File: config.mk
export PLATFORM = sky130hd
export DESIGN_NAME = fcpwm_top
export DESIGN_NICKNAME = d
export VERILOG_FILES = /design/src/hw/fcpwm_top.v /design/src/hw/fcpwm_clkgen.v
export VERILOG_INCLUDE_DIRS = /design/src /design/src/hw
export SDC_FILE = /design/constraint.sdc
export NUM_CORES = 1
export LEC_CHECK = 0
export ABC_AREA = 1
export BUFFER_PORTS_ARGS = -buffer_cell sky130_fd_sc_hd__buf_2
export CORE_MARGIN = 2
export CORE_UTILIZATION = 57
export DETAILED_ROUTE_END_ITERATION = 8
export GPL_TIMING_DRIVEN = 1
export HOLD_SLACK_MARGIN = 0.15
export PLACE_DENSITY_LB_ADDON = 0.3
export SLEW_MARGIN = 20
export SYNTH_ARGS = -nofsm -noshare
export SYNTH_HDL_FRONTEND = slang
export SYNTH_SLANG_ARGS = --single-unit
File: constraint.sdc
create_clock -name core_clk_i -period 4.23 [get_ports core_clk_i]
set_clock_uncertainty 0.1 [all_clocks]
set_input_delay 1.0575 -clock core_clk_i [delete_from_list [all_inputs] [get_ports core_clk_i]]
set_output_delay 1.0575 -clock core_clk_i [all_outputs]
set_load 0.01 [all_outputs]
File: src/hw/fcpwm_map.vh
`ifndef FCPWM_MAP_VH
`define FCPWM_MAP_VH

// ----------------------------------------------------------------------
// Register indices (byte address is four times the index)
// ----------------------------------------------------------------------
`define FCPWM_IDX_CLKSEL 8'h60
`define FCPWM_IDX_POLSRC 8'h61
`define FCPWM_IDX_SCALE 8'h62
`define FCPWM_IDX_ENABLE 8'h63
`define FCPWM_IDX_CNT0 8'h64
`define FCPWM_IDX_PER0 8'h68
`define FCPWM_IDX_DTY0 8'h6C

// ----------------------------------------------------------------------
// Field positions
// ----------------------------------------------------------------------
`define FCPWM_JOIN34_BIT 7
`define FCPWM_JOIN12_BIT 6
`define FCPWM_CKA_HI 5
`define FCPWM_CKA_LO 4
`define FCPWM_CLKSEL_GAP 3
`define FCPWM_CKB_HI 2
`define FCPWM_CKB_LO 0
`define FCPWM_SRC_LO 4
`define FCPWM_POL_LO 0

// ----------------------------------------------------------------------
// Reset values
// ----------------------------------------------------------------------
`define FCPWM_RST_CLKSEL 8'h00
`define FCPWM_RST_POLSRC 8'h00
`define FCPWM_RST_SCALE 8'h00
`define FCPWM_RST_ENABLE 4'h0
`define FCPWM_RST_CNT 8'h00
`define FCPWM_RST_PER 8'hFF
`define FCPWM_RST_DTY 8'hFF

// ----------------------------------------------------------------------
// Prescaler width (largest divide is 2^7)
// ----------------------------------------------------------------------
`define FCPWM_PRE_W 7

`endif

File: src/hw/fcpwm_top.v
// The Avalon-MM register port was chosen for this implementation.
`timescale 1ns/1ps
`include "fcpwm_map.vh"

// Operation
// - Four channels, own 8-bit counter/period/duty
// - Duty from always inactive to always active
// - Channel pairs join into one 16-bit output
// - Source per channel: A or S for ch1-2, B or S for ch3-4
// - Period and duty writes buffered until rollover or disable
// - Counter write forces buffered values in
// - Join bit 7: ch3 high, ch4 low, pin 3
// - Join bit 6: ch1 high, ch2 low, pin 1
// - Clock A is E, E/2, E/4, E/8
// - Clock B is E divided by 2^field
// - Clock select bit 3 reads zero
// - Ch4 select: 0 clock B, 1 clock S
// - Clock S derived from A by divisor
// - Enable register; clock select controls joining
// - Polarity sets start level, flips at duty
// - S is A/divisor/2, zero means 256
// - Ch3 B/S, ch1 and ch2 A/S
module fcpwm_top (
    input wire core_clk_i,
    input wire rst_i,
    input wire [9:0] avs_address_i,
    input wire avs_read_i,
    input wire avs_write_i,
    input wire [31:0] avs_writedata_i,
    input wire [3:0] avs_byteenable_i,
    output reg [31:0] avs_readdata_o,
    output reg avs_waitrequest_o,
    output reg [3:0] pwm_o
);

    // ------------------------------------------------------------------
    // Software registers
    // ------------------------------------------------------------------
    reg [7:0] clk_sel_r;
    reg [7:0] pol_src_r;
    reg [7:0] scale_r;
    reg [3:0] enable_r;
    reg [31:0] per_buf_r;
    reg [31:0] dty_buf_r;

    wire [7:0] idx;
    wire aligned;
    wire wr_go;
    wire rd_go;
    wire [31:0] cnt_flat;
    wire [3:0] cnt_wr;
    wire [3:0] tick;
    wire [3:0] out_nxt;
    wire a_tick;
    wire b_tick;
    wire s_tick;
    reg [7:0] rd_byte;

    // Test whether an index falls inside a bank of four starting at base
    function in_bank;
        input [7:0] i;
        input [7:0] base;
        begin
            in_bank = (i >= base) && (i < base + 8'h04);
        end
    endfunction

    assign idx = avs_address_i[9:2];
    assign aligned = (avs_address_i[1:0] == 2'b00);
    // A write lands only on the edge that sees waitrequest low
    assign wr_go = avs_write_i & ~avs_waitrequest_o & avs_byteenable_i[0]
                   & aligned;
    assign rd_go = avs_read_i & avs_waitrequest_o;

    // ------------------------------------------------------------------
    // Bus handshake: one wait cycle, then the answer
    // ------------------------------------------------------------------
    // Every access costs one wait state; reads and writes alike
    always @(posedge core_clk_i) begin
        if (rst_i) begin
            avs_waitrequest_o <= 1'b1;
            avs_readdata_o <= 32'h0000_0000;
        end else begin
            avs_waitrequest_o <= ~((avs_read_i | avs_write_i) &
                                   avs_waitrequest_o);
            if (rd_go) begin
                avs_readdata_o <= {24'h00_0000, rd_byte};
            end
        end
    end

    // Unmapped or misaligned reads answer zero
    always @* begin
        rd_byte = 8'h00;
        if (aligned) begin
            if (idx == `FCPWM_IDX_CLKSEL) begin
                rd_byte = clk_sel_r & ~(8'h01 << `FCPWM_CLKSEL_GAP);
            end else if (idx == `FCPWM_IDX_POLSRC) begin
                rd_byte = pol_src_r;
            end else if (idx == `FCPWM_IDX_SCALE) begin
                rd_byte = scale_r;
            end else if (idx == `FCPWM_IDX_ENABLE) begin
                rd_byte = {4'h0, enable_r};
            end else if (in_bank(idx, `FCPWM_IDX_CNT0)) begin
                rd_byte = cnt_flat[8*(idx[1:0])+:8];
            end else if (in_bank(idx, `FCPWM_IDX_PER0)) begin
                rd_byte = per_buf_r[8*(idx[1:0])+:8];
            end else if (in_bank(idx, `FCPWM_IDX_DTY0)) begin
                rd_byte = dty_buf_r[8*(idx[1:0])+:8];
            end
        end
    end

    // ------------------------------------------------------------------
    // Register writes
    // ------------------------------------------------------------------
    always @(posedge core_clk_i) begin
        if (rst_i) begin
            clk_sel_r <= `FCPWM_RST_CLKSEL;
            pol_src_r <= `FCPWM_RST_POLSRC;
            scale_r <= `FCPWM_RST_SCALE;
            enable_r <= `FCPWM_RST_ENABLE;
            per_buf_r <= {4{`FCPWM_RST_PER}};
            dty_buf_r <= {4{`FCPWM_RST_DTY}};
        end else if (wr_go) begin
            if (idx == `FCPWM_IDX_CLKSEL) begin
                // Joining and prescale live in one register
                clk_sel_r <= avs_writedata_i[7:0] &
                             ~(8'h01 << `FCPWM_CLKSEL_GAP);
            end
            if (idx == `FCPWM_IDX_POLSRC) begin
                pol_src_r <= avs_writedata_i[7:0];
            end
            if (idx == `FCPWM_IDX_SCALE) begin
                scale_r <= avs_writedata_i[7:0];
            end
            if (idx == `FCPWM_IDX_ENABLE) begin
                enable_r <= avs_writedata_i[3:0];
            end
            if (in_bank(idx, `FCPWM_IDX_PER0)) begin
                per_buf_r[8*(idx[1:0])+:8] <= avs_writedata_i[7:0];
            end
            if (in_bank(idx, `FCPWM_IDX_DTY0)) begin
                dty_buf_r[8*(idx[1:0])+:8] <= avs_writedata_i[7:0];
            end
        end
    end

    // ------------------------------------------------------------------
    // Clock sources
    // ------------------------------------------------------------------
    fcpwm_clkgen u_clkgen (
        .core_clk_i(core_clk_i),
        .rst_i(rst_i),
        .cka_sel_i(clk_sel_r[`FCPWM_CKA_HI:`FCPWM_CKA_LO]),
        .ckb_sel_i(clk_sel_r[`FCPWM_CKB_HI:`FCPWM_CKB_LO]),
        .scale_i(scale_r),
        .a_tick_o(a_tick),
        .b_tick_o(b_tick),
        .s_tick_o(s_tick)
    );

    // ------------------------------------------------------------------
    // Per-channel tick selection and counter write strobes
    // ------------------------------------------------------------------
    genvar gi;
    generate
        for (gi = 0; gi < 4; gi = gi + 1) begin : g_sel
            // Channels 1-2 pick A or S, channels 3-4 pick B or S
            if (gi < 2) begin : g_a
                assign tick[gi] = pol_src_r[`FCPWM_SRC_LO+gi] ?
                                  s_tick : a_tick;
            end else begin : g_b
                assign tick[gi] = pol_src_r[`FCPWM_SRC_LO+gi] ?
                                  s_tick : b_tick;
            end
            assign cnt_wr[gi] = wr_go &&
                                (idx == `FCPWM_IDX_CNT0 + gi);
        end
    endgenerate

    // ------------------------------------------------------------------
    // Channel pairs: two 8-bit modulators or one 16-bit
    // ------------------------------------------------------------------
    // Period zero or a count at period-1 both end the period
    // Active values reload on the wrapping tick, so a new period never
    // cuts the running one short
    function roll;
        input [15:0] c;
        input [15:0] p;
        begin
            roll = (p == 16'h0000) || (c >= p - 16'h0001);
        end
    endfunction

    genvar gp;
    generate
        for (gp = 0; gp < 2; gp = gp + 1) begin : g_pair
            localparam H = 2 * gp;
            localparam L = 2 * gp + 1;
            reg [7:0] ch_r;
            reg [7:0] cl_r;
            reg [7:0] ph_r;
            reg [7:0] pl_r;
            reg [7:0] dh_r;
            reg [7:0] dl_r;
            wire join_w;
            wire [15:0] c16;
            wire [15:0] p16;
            wire [15:0] d16;
            wire r16;
            wire rh;
            wire rl;
            wire pol_h;
            wire pol_l;

            assign join_w = clk_sel_r[`FCPWM_JOIN12_BIT+gp];
            assign c16 = {ch_r, cl_r};
            assign p16 = {ph_r, pl_r};
            assign d16 = {dh_r, dl_r};
            assign r16 = roll(c16, p16);
            assign rh = roll({8'h00, ch_r}, {8'h00, ph_r});
            assign rl = roll({8'h00, cl_r}, {8'h00, pl_r});
            assign pol_h = pol_src_r[`FCPWM_POL_LO+H];
            assign pol_l = pol_src_r[`FCPWM_POL_LO+L];

            always @(posedge core_clk_i) begin
                if (rst_i) begin
                    ch_r <= `FCPWM_RST_CNT;
                    cl_r <= `FCPWM_RST_CNT;
                    ph_r <= `FCPWM_RST_PER;
                    pl_r <= `FCPWM_RST_PER;
                    dh_r <= `FCPWM_RST_DTY;
                    dl_r <= `FCPWM_RST_DTY;
                end else if (join_w) begin
                    // Low channel's enable and clock run the pair
                    if (~enable_r[L] | cnt_wr[H] | cnt_wr[L] |
                        (tick[L] & r16)) begin
                        ph_r <= per_buf_r[8*H+:8];
                        pl_r <= per_buf_r[8*L+:8];
                        dh_r <= dty_buf_r[8*H+:8];
                        dl_r <= dty_buf_r[8*L+:8];
                    end
                    if (~enable_r[L] | cnt_wr[H] | cnt_wr[L]) begin
                        ch_r <= 8'h00;
                        cl_r <= 8'h00;
                    end else if (tick[L]) begin
                        {ch_r, cl_r} <= r16 ? 16'h0000 : c16 + 16'h0001;
                    end
                end else begin
                    if (~enable_r[H] | cnt_wr[H] |
                        (tick[H] & rh)) begin
                        ph_r <= per_buf_r[8*H+:8];
                        dh_r <= dty_buf_r[8*H+:8];
                    end
                    if (~enable_r[H] | cnt_wr[H]) begin
                        ch_r <= 8'h00;
                    end else if (tick[H]) begin
                        ch_r <= rh ? 8'h00 : ch_r + 8'h01;
                    end
                    if (~enable_r[L] | cnt_wr[L] |
                        (tick[L] & rl)) begin
                        pl_r <= per_buf_r[8*L+:8];
                        dl_r <= dty_buf_r[8*L+:8];
                    end
                    if (~enable_r[L] | cnt_wr[L]) begin
                        cl_r <= 8'h00;
                    end else if (tick[L]) begin
                        cl_r <= rl ? 8'h00 : cl_r + 8'h01;
                    end
                end
            end

            // Duty zero gives full active level, duty at or past the
            // period gives none, period zero holds the idle level
            assign out_nxt[H] = join_w ?
                pol_l ^ (enable_r[L] && p16 != 16'h0000 &&
                         c16 >= d16) :
                pol_h ^ (enable_r[H] && ph_r != 8'h00 &&
                         ch_r >= dh_r);
            // Joined output leaves the low pin at its idle level
            assign out_nxt[L] = join_w ? pol_l :
                pol_l ^ (enable_r[L] && pl_r != 8'h00 &&
                         cl_r >= dl_r);

            assign cnt_flat[8*H+:8] = ch_r;
            assign cnt_flat[8*L+:8] = cl_r;
        end
    endgenerate

    // ------------------------------------------------------------------
    // Output pins
    // ------------------------------------------------------------------
    // Registered pins lag the counter by one clock
    always @(posedge core_clk_i) begin
        if (rst_i) begin
            pwm_o <= 4'h0;
        end else begin
            pwm_o <= out_nxt;
        end
    end

endmodule // fcpwm_top

File: src/hw/fcpwm_clkgen.v
`timescale 1ns/1ps
`include "fcpwm_map.vh"

module fcpwm_clkgen (
    input wire core_clk_i,
    input wire rst_i,
    input wire [1:0] cka_sel_i,
    input wire [2:0] ckb_sel_i,
    input wire [7:0] scale_i,
    output reg a_tick_o,
    output reg b_tick_o,
    output reg s_tick_o
);

    // ------------------------------------------------------------------
    // Free-running prescaler
    // ------------------------------------------------------------------
    reg [`FCPWM_PRE_W-1:0] pre_r;
    reg [7:0] s_cnt_r;
    reg s_half_r;

    // Low n bits all ones marks one tick every 2^n clocks
    function [`FCPWM_PRE_W-1:0] pow_mask;
        input [2:0] n;
        begin
            pow_mask = (7'h01 << n) - 7'h01;
        end
    endfunction

    wire a_nxt;
    wire b_nxt;
    wire s_wrap;
    assign a_nxt = (pre_r & pow_mask({1'b0, cka_sel_i})) ==
                   pow_mask({1'b0, cka_sel_i});
    assign b_nxt = (pre_r & pow_mask(ckb_sel_i)) ==
                   pow_mask(ckb_sel_i);
    // Divisor zero wraps after 256 A ticks through the 8-bit rollover
    // A divisor lowered below the running count wraps at once, instead
    // of running the count round through 255 first
    assign s_wrap = (s_cnt_r >= scale_i - 8'h01);

    always @(posedge core_clk_i) begin
        if (rst_i) begin
            pre_r <= {`FCPWM_PRE_W{1'b0}};
            s_cnt_r <= 8'h00;
            s_half_r <= 1'b0;
            a_tick_o <= 1'b0;
            b_tick_o <= 1'b0;
            s_tick_o <= 1'b0;
        end else begin
            pre_r <= pre_r + 7'h01;
            a_tick_o <= a_nxt;
            b_tick_o <= b_nxt;
            s_tick_o <= 1'b0;
            if (a_tick_o) begin
                if (s_wrap) begin
                    s_cnt_r <= 8'h00;
                    s_half_r <= ~s_half_r;
                    s_tick_o <= s_half_r;
                end else begin
                    s_cnt_r <= s_cnt_r + 8'h01;
                end
            end
        end
    end

endmodule // fcpwm_clkgen

==> impl_metrics.ini, run 1 <==
[run_status]
status = finished clean

[critical_path]
critPathSlowestCell = dfxtp_1
required_ns = 4.58
path_depth = 21
cp_max_fo = 19
crit_type = flip-flop to flip-flop
cp_top_family = simple AND/OR/NAND/NOR gates
crit_arrival_ns = 4.09
crit_path_end_kind = flip-flop
reg2regPathDepth = 21
crit_chain = inv_1 -> nand3_1 -> nor3_2 -> nand2_1 -> nor2_1 -> inv_1 -> nor2_1 -> xor2_1 -> ha_1 -> nand2_1 -> nand2_1 -> nand2_1 -> nand2_1 -> a21oi_1 -> nand4_2 -> nand2_1 -> nand2_1 -> nand2_4 -> buf_4 -> nand3_1 -> nand3_1
cp_common_cell = nand2_1
crit_buf_inv = 3
start_kind = flip-flop
slowest_delay_ns = 0.31

[placement]
pre_cts_slack_ns = 0.3391
hpwl_mm = 30.47
portBuffers = 35
placed_area_um2 = 14480
place_congestion = 1.026
dp.cells = 2431

[clock_network]
cts_root_buffer = clkbuf_16
clk_pin_slew_ns = 0.06
cts_max_level = 1
tritoncts = built
clock_path_buffers = 3
insertion_delay_ns = 0.54
clock_sinks = 219
postCtsSetupBuffers = 0
numCtsBuffers = 25

[power]
p_leak_nw = 7.858
ir_drop_mv = 0.3613
p_per_area_nw_per_um2 = 297.1

[sta]
fin_crit_sh_pct = 88.33
hold_ws_ns = 0.3352
worst_slew_pin_slew_ns = 1.027
rsz0062_at_grt = false
slew-limit-headroom_pct = 31.31
finalHoldViolCount = 0
slew_violations = 0
finalWorstSetupSlack_ns = 0.4937
finalSetupViolCount = 0
fmax_ghz = 0.2676
finalSetupTns_ns = 0
period_minus_slack_ns = 3.736

[floorplanning]
core-area_um2 = 24320
die_w_um = 161.5
initial_core_util_pct = 58.15
rows = 57
io_pins = 87
die_h_um = 161.5
dieArea_um2 = 26090

[global_routing]
antenna_found_initial = 0
grt_pass1_wl_mm = 66.32
grt_pass1_vias = 13140
grt_start_max_net_pins = 57
overflow = 0
track_usage_pct = 31.08

[synth]
synthTopCellsByCount = 514 x nand2_1, 280 x nand3_1, 229 x inv_1, 219 x dfxtp_1, 176 x nor2_1
ys_ff_latch = 219
ys.flop_type = dfxtp_1
synth_adder_area_share_pct = 9.820
postSynthAreaPerCell_um2 = 6.665
synth_top_area_cell = dfxtp_1
muxShareOfSynthArea_pct = 0
synth_edf_count = 0
ys_warn_count = 0
synthSimpleGateAreaFrac_pct = 32.87
synth_area_leaders = dfxtp_1 31%, nand2_1 14%, nand3_1 9.9%, ha_1 9.8%, inv_1 6.1%
yosysSeqAreaShare_pct = 31.00
synth_xor_xnor_area_share_pct = 3.964
async_flop_share_pct = 0
synth_compound_area_share_pct = 12.39
synth_top_area_share_pct = 31.00
synth.distinct_cells = 52
netlist_instances = 2122
synth_top_family_by_area = simple AND/OR/NAND/NOR gates
yosysMostFrequentCell = nand2_1
syn_area_um2 = 14140

[cells_and_area]
multiInputGateArea_um2 = 8449
fin_nets = 2295
finalInstanceArea_um2 = 15340
seqCellArea_um2 = 4384
area_growth_pct = 8.494
insertedDiodeCount = 0
fillers = 2193
drive_above_1_share_pct = 6.506
fin_cells = 2476

[detailed_routing]
met2_length_mm = 18.31
drc = 0
num_vias = 14420
met1Wirelength_mm = 17.22
top_layer = met4
avgRoutedWirePerCell_um = 16.71
routed_via_density = 5.823
drtIter0Drc = 1646
drtPass1Iterations = 6
antenna_left = 0
wirelength_mm = 41.37
met3RoutedLength_mm = 4.358

[flow_run]
maxCapViolCount = 0

[min_path]
hold_class = flip-flop to flip-flop
holdPathStages = 2
registers in the layout (all words and copies together) (netlist names), 7 cells and up:
name              count
g_pair.dl_r          16
g_pair.ph_r          16
per_buf_r            32
u_clkgen.pre_r        7
pol_src_r             8
g_pair.dh_r          16
clk_sel_r             7
g_pair.cl_r          16
u_clkgen.s_cnt_r      8
avs_readdata_o        8
dty_buf_r            32
g_pair.pl_r          16
g_pair.ch_r          16
scale_r               8
per-stage QoR:
step                util [%]  power, mW
floorplan                  -      2.278
global placement       59.55      2.334
detailed placement     59.55      2.337
CTS                    63.05      4.554
global route           63.09      4.673
finish                 63.09      4.558
layout by cell type (no fill, tap or decap), types with 6 or more instances in the layout:
| master | synthesis | layout |
|---|---|---|
| ha_1 | 111 | 111 |
| clkbuf_16 | 0 | 25 |
| nand4_1 | 19 | 19 |
| a21oi_1 | 153 | 153 |
| inv_1 | 229 | 228 |
| xor2_1 | 49 | 49 |
| nor2_1 | 176 | 176 |
| conb_1 | 1 | 24 |
| o21ai_0 | 118 | 118 |
| xnor2_1 | 15 | 15 |
| buf_2 | 22 | 35 |
| o21a_1 | 6 | 6 |
| nor2_2 | 11 | 11 |
| buf_4 | 27 | 19 |
| nand2_1 | 514 | 514 |
| nor3_1 | 41 | 40 |
| dfxtp_1 | 219 | 219 |
| inv_2 | 6 | 6 |
| nand3_1 | 280 | 280 |
| o211ai_1 | 15 | 15 |
cell families (layout without fill, tap and decap cells):
family / count (synthesis) / count (layout)
and+or+nand+nor: 1072 / 1072
xor gates and xnor gates: 64 / 64
buffers and inverters: 332 / 339
adders and majority gates: 111 / 111
DFF: 219 / 219
AOI/OAI and AO/OA: 323 / 323
other: 1 / 24
final timing paths:
path | start | end | slack [ns]
worst max-delay path | g_pair[1].pl_r[0]$_SDFFE_PP1P_ | g_pair[1].dl_r[7]$_SDFFE_PP1P_ | 0.49
worst max register to register | g_pair[1].pl_r[0]$_SDFFE_PP1P_ | g_pair[1].dl_r[7]$_SDFFE_PP1P_ | 0.49
worst min-delay path | u_clkgen.s_half_r$_SDFFE_PP0P_ | u_clkgen.s_tick_o$_SDFF_PP0_ | 0.34
worst min register to register | u_clkgen.s_half_r$_SDFFE_PP0P_ | u_clkgen.s_tick_o$_SDFF_PP0_ | 0.34
routing by layer:
layer  GRT usage [%]  vias to the layer above
met1           42.83                     6579
met4           10.75                        0
li1                -                     6961
met5               0                        -
met3           5.085                      121
met2           49.40                      756
repair_timing:
action / 4_1_cts / 5_1_grt
gates resized for setup: 0 / 2
setup endpoints to repair: 0 / 32
endpoints found under the hold margin: 0 / 0
hold buffers: 0 / 0
report_power, final:
part / total (mW) / internal, mW / switching, mW
clock network: 2.26 / 1.37 / 0.888
registers: 2.07 / 2.07 / 0.00611
logic: 0.228 / 0.0551 / 0.173
area by class of cell:
type                       instances  share of cell area (%)
clock inverter                    13                   1.166
sequential                       219                   28.57
multi-input combinational       1594                   55.07
tap                              324                   2.642
timing repair buffer              56                   2.332
clock buffer                      32                   4.379
inverter                         238                   5.839
tightest hold or removal path, delay by kind of cell (launching register included):
family	cells	cell delay, ns
and+or+nand+nor	2	0.09
DFF	1	0.31
Note: power is estimated with default switching activity, not from simulation.
==> run 2: changes to the inputs <==
--- a/config.mk
+++ b/config.mk
@@ -10,9 +10,11 @@
 export BUFFER_PORTS_ARGS = -buffer_cell sky130_fd_sc_hd__buf_2
 export CORE_MARGIN = 2
 export CORE_UTILIZATION = 57
+export CTS_BUF_LIST = sky130_fd_sc_hd__clkbuf_4 sky130_fd_sc_hd__clkbuf_8
 export DETAILED_ROUTE_END_ITERATION = 8
 export GPL_TIMING_DRIVEN = 1
 export HOLD_SLACK_MARGIN = 0.15
+export MAX_ROUTING_LAYER = met4
 export PLACE_DENSITY_LB_ADDON = 0.3
 export SLEW_MARGIN = 20
 export SYNTH_ARGS = -nofsm -noshare
==> impl_metrics.ini, run 2 (same netlist as run 1, synthesis figures left out) <==
[run_status]
status = finished clean

[cells_and_area]
insertedDiodeCount = 0
area_growth_pct = 8.361
seqCellArea_um2 = 4384
reg_top3 = dty_buf_r: 32 flops, per_buf_r: 32 flops
finish.utilization_pct = 63.01
fillers = 2302
drive_above_1_share_pct = 7.724
mostFrequentLayoutCells = 514 x nand2_1, 280 x nand3_1, 228 x inv_1
layout_commonest_cell = nand2_1
multiInputGateArea_um2 = 8447
fin_nets = 2308

[floorplanning]
initial_core_util_pct = 58.15
io_pins = 87
core-area_um2 = 24320
rows = 57
die_h_um = 161.5
die_w_um = 161.5
dieArea_um2 = 26090

[clock_network]
insertion_delay_ns = 0.55
clk_pin_slew_ns = 0.06
postCtsSetupBuffers = 0
numCtsBuffers = 39
cts_hold_buffers = 0
cts_root_buffer = clkbuf_8
cts_max_level = 2
clock_sinks = 219
clock_path_buffers = 3
tritoncts = built
cts_resized = 0

[power]
p_per_area_nw_per_um2 = 289.8
switching_share_pct = 24.54
p_comb_share_pct = 5.1
p_clk_share_pct = 48.2
switchingPower_mw = 1.090
ir_drop_mv = 0.3141
p_seq_share_pct = 46.7
p_leak_nw = 7.890
cellInternalPower_mw = 3.352

[detailed_routing]
wirelength_mm = 41.62
num_vias = 14340
drc = 0
drtPass1Iterations = 6
routed_via_density = 5.738
drtIter0Drc = 1561
antenna_left = 0
avgRoutedWirePerCell_um = 16.65

[placement]
place_congestion = 1.042
hpwl_mm = 30.93
portBuffers = 35

[sta]
slew-limit-headroom_pct = 39.24
finalSetupViolCount = 0
hold_ws_ns = 0.3566
fin_crit_sh_pct = 88.84
period_minus_slack_ns = 3.758
worst_slew_pin_slew_ns = 0.9019
fmax_ghz = 0.2661
finalHoldViolCount = 0
slew_violations = 0

[global_routing]
overflow = 0
grt_pass1_wl_mm = 66.79
grt_pass1_vias = 13010
antenna_found_initial = 0
grt_start_max_net_pins = 65
track_usage_pct = 32.74

[flow_run]
maxCapViolCount = 0

[critical_path]
required_ns = 4.59
start_kind = flip-flop
crit_path_end_kind = flip-flop
cp_common_cell = nand2_1
reg2regPathDepth = 21
crit_arrival_ns = 4.12
crit_chain = inv_1 -> nand3_1 -> nor3_1 -> nand2_1 -> nor2_2 -> inv_1 -> nor2_1 -> xor2_1 -> ha_1 -> nand2_1 -> nand2_1 -> nand2_1 -> nand2_1 -> a21oi_1 -> nand4_2 -> nand2_1 -> nand2_1 -> nand2_4 -> buf_4 -> nand3_1 -> nand3_1
crit_buf_inv = 3
crit_type = flip-flop to flip-flop
cp_top_family = simple AND/OR/NAND/NOR gates
cp_max_fo = 20
path_depth = 21
slowest_delay_ns = 0.32
critPathSlowestCell = dfxtp_1

[min_path]
hold_class = flip-flop to flip-flop
holdPathStages = 2
## run 2: cell count changes in the layout (fill, tap and decap cells not counted), moves of 2 or more
| cell | delta |
|---|---|
| clkbuf_8 | +45 |
| clkbuf_16 | -25 |
| clkbuf_4 | +11 |
| bufinv_16 | -2 |
| clkbuf_1 | -5 |
| clkinv_2 | +2 |
## run 2: final timing paths
| check | from | endpoint | slack (ns) |
|---|---|---|---|
| max reg2reg | g_pair[1].pl_r[0]$_SDFFE_PP1P_ | g_pair[1].pl_r[0]$_SDFFE_PP1P_ | 0.47 |
| min | u_clkgen.s_half_r$_SDFFE_PP0P_ | u_clkgen.s_tick_o$_SDFF_PP0_ | 0.36 |
| max | g_pair[1].pl_r[0]$_SDFFE_PP1P_ | g_pair[1].pl_r[0]$_SDFFE_PP1P_ | 0.47 |
| min reg2reg | u_clkgen.s_half_r$_SDFFE_PP0P_ | u_clkgen.s_tick_o$_SDFF_PP0_ | 0.36 |
## run 2: tightest hold or removal path, stage by stage (launching register included)
cell and delay [ns]:
dfxtp_1 0.32, nand2_1 0.07, nor2_1 0.03
## run 2: per-layer routing
metal / GRT usage (%) / wire length, um
met4: 12.01 / 1402
met2: 50.08 / 18370
met1: 44.02 / 18160
met3: 4.905 / 3680
met5: - / 0
## run 2: stage by stage
step	worst slack [ns]	total power, mW	TNS [ns]	instances	cell area [um2]
final	0.4721	4.442	0	2499	15320
after global routing	-0.0001710	4.557	-0.0001710	2499	15320
after CTS	0.2303	4.445	0	2499	15320
after detailed placement	0.2418	2.339	0	2430	14480
after global placement	0.5226	2.337	0	2430	14480
after floorplan	1.015	2.278	0	2145	14230
## run 2: layout make-up
type,instances,share of cell area (%)
Clock inverter,11,0.7348
Sequential cell,219,28.61
Multi-Input combinational cell,1594,55.12
Inverter,238,5.846
Tap cell,324,2.645
Timing Repair Buffer,55,2.286
Clock buffer,58,4.760
## run 2: power groups by stage
stage | clock network [mW] | registers, mW | logic, mW
floorplan | 0 | 2.12 | 0.159
global placement | 0 | 2.12 | 0.217
detailed placement | 0 | 2.12 | 0.219
CTS | 2.15 | 2.08 | 0.220
global route | 2.24 | 2.08 | 0.245
finish | 2.14 | 2.08 | 0.228
==> run 3: changes to the inputs <==
--- a/config.mk
+++ b/config.mk
@@ -16,7 +16,8 @@
 export HOLD_SLACK_MARGIN = 0.15
 export MAX_ROUTING_LAYER = met4
 export PLACE_DENSITY_LB_ADDON = 0.3
-export SLEW_MARGIN = 20
+export SLEW_MARGIN = 10
 export SYNTH_ARGS = -nofsm -noshare
 export SYNTH_HDL_FRONTEND = slang
+export SYNTH_HIERARCHICAL = 1
 export SYNTH_SLANG_ARGS = --single-unit
==> impl_metrics.ini, run 3 <==
[sta]
finalHoldViolCount = 0
worst_slew_pin_slew_ns = 0.7296
finalWorstSetupSlack_ns = 0.4775
finalSetupViolCount = 0
period_minus_slack_ns = 3.752
finalSetupTns_ns = 0
slew-limit-headroom_pct = 50.84
rsz0062_at_grt = false
fin_crit_sh_pct = 88.71
fmax_ghz = 0.2665
slew_violations = 0

[synth]
ys_ff_latch = 219
syn_area_um2 = 14630
synth_top_area_cell = dfxtp_1
yosysSeqAreaShare_pct = 29.98
yosysMostFrequentCell = nand2_1
postSynthAreaPerCell_um2 = 6.834
ys_warn_count = 6
synthTopCellsByCount = 495 x nand2_1, 257 x nand3_1, 219 x dfxtp_1, 213 x inv_1, 202 x nor2_1
synth_edf_count = 0
netlist_instances = 2140
synth.distinct_cells = 57
synth_top_area_share_pct = 29.98
async_flop_share_pct = 0
ys.flop_type = dfxtp_1
synth_area_leaders = dfxtp_1 30%, nand2_1 13%, ha_1 9.4%, nand3_1 8.8%, inv_1 5.5%

[critical_path]
crit_chain = nor2_1 -> nand2_1 -> nor3_1 -> nand2_1 -> nor2_1 -> mux2_2 -> ha_1 -> a21oi_1 -> nand2_1 -> a21oi_1 -> nand4_2 -> nand2_1 -> nand2_2 -> nand2_4 -> nand2_4 -> nand2_1 -> nand3_1
cp_common_cell = nand2_1
cp_max_fo = 34
slowest_delay_ns = 0.38
crit_arrival_ns = 4.08
required_ns = 4.56
crit_type = flip-flop to flip-flop
critPathSlowestCell = mux2_2
crit_path_end_kind = flip-flop
start_kind = flip-flop

[floorplanning]
initial_core_util_pct = 58.08
core-area_um2 = 25180
rows = 58
die_w_um = 164.2
die_h_um = 164.2
dieArea_um2 = 26960
io_pins = 87

[power]
p_leak_nw = 7.937
p_per_area_nw_per_um2 = 281.9
p_total_mw = 4.407
ir_drop_mv = 0.3027

[clock_network]
cts_max_level = 2
postCtsSetupBuffers = 0
numCtsBuffers = 39
tritoncts = built
clock_path_buffers = 3
clk_pin_slew_ns = 0.06
cts_hold_buffers = 0
cts_root_buffer = clkbuf_8
clock_sinks = 219
cts_resized = 0
insertion_delay_ns = 0.55

[run_status]
status = finished clean

[cells_and_area]
drive_above_1_share_pct = 10.62
layout_commonest_cell = nand2_1
finalInstanceArea_um2 = 15630
mostFrequentLayoutCells = 495 x nand2_1, 257 x nand3_1, 219 x dfxtp_1
reg_top3 = dty_buf_r: 32 flops, per_buf_r: 32 flops
fillers = 2336
area_growth_pct = 6.895
fin_nets = 2319

[detailed_routing]
routed_via_density = 5.670
drtPass1Iterations = 6
wirelength_mm = 42.22
avgRoutedWirePerCell_um = 16.78
drc = 0
drtIter0Drc = 1454
num_vias = 14270
antenna_left = 0

[global_routing]
grt_start_max_net_pins = 81
grt_pass1_wl_mm = 67.14
grt_pass1_vias = 13050
overflow = 0
antenna_found_initial = 2
track_usage_pct = 32.45

[min_path]
hold_class = flip-flop to flip-flop

[placement]
placed_area_um2 = 14810
pre_cts_slack_ns = 0.5899
place_congestion = 0.9842
portBuffers = 35
hpwl_mm = 31.33

[flow_run]
maxCapViolCount = 0
run 3: stage by stage:
stage / cells / hold WS (ns) / util [%]
after floorplan: 2163 / 0.3272 / -
after global placement: 2448 / 0.3324 / 58.83
after detailed placement: 2448 / 0.3467 / 58.83
after CTS: 2514 / 0.3598 / 62.06
after global routing: 2516 / 0.3806 / 62.08
final: 2516 / 0.3588 / 62.08
run 3: worst max-delay path, delay by kind of cell, from the launching register on:
kind / cells / cell delay [ns]
AO/OA/AOI/OAI: 2 / 0.29
adder cells (fa/ha/maj): 1 / 0.31
flip-flops: 1 / 0.34
multiplexers: 1 / 0.38
AND/OR/NAND/NOR: 13 / 2.19
run 3: report_power, final:
group	switching, mW	leakage, nW	internal, mW	total, mW
sequential	0.00813	1.77	2.07	2.08
clock	0.915	0.427	1.19	2.10
combinational	0.173	5.74	0.0527	0.226
run 3: worst paths after layout:
kind                                                startpoint                        endpoint  slack [ns]  cells past startpoint
worst max-delay path            g_pair[1].pl_r[2]$_SDFFE_PP1P_  g_pair[1].dh_r[1]$_SDFFE_PP1P_        0.48                     17
worst min-delay path              avs_waitrequest_o$_SDFF_PP1_    avs_waitrequest_o$_SDFF_PP1_        0.36                      1
worst max register to register  g_pair[1].pl_r[2]$_SDFFE_PP1P_  g_pair[1].dh_r[1]$_SDFFE_PP1P_        0.48                     17
worst min register to register    avs_waitrequest_o$_SDFF_PP1_    avs_waitrequest_o$_SDFF_PP1_        0.36                      1
run 3: layer usage:
metal	share of wire (%)	routed length [um]	track usage [%]
met5	0	0	-
met4	3.3	1399	11.40
met3	9.1	3840	6.263
met2	44	18410	48.80
met1	44	18570	43.51
run 3: cell type report:
| cell class | count | area, um2 | share of cell area (%) |
|---|---|---|---|
| diodes | 2 | 5.005 | 0.03201 |
| clock buffers | 60 | 750.7 | 4.802 |
| clock inverters | 6 | 63.81 | 0.4082 |
| inverters | 236 | 902.1 | 5.770 |
| multi-input cells | 1617 | 8845 | 56.57 |
| flip-flops and latches | 219 | 4384 | 28.04 |
| well taps | 330 | 412.9 | 2.641 |
| repair buffers | 46 | 270.3 | 1.729 |
run 3: cells by family after synthesis:
kind of cell    after synthesis  synth area share (%)
simple gates               1122                 35.49
flops                       219                 29.98
other cells                   1               0.02564
compound gates              292                 10.81
fa+ha+maj                   110                 9.411
mux                           2                0.1454
xor+xnor                     67                 4.012
buf+inv                     327                 10.14
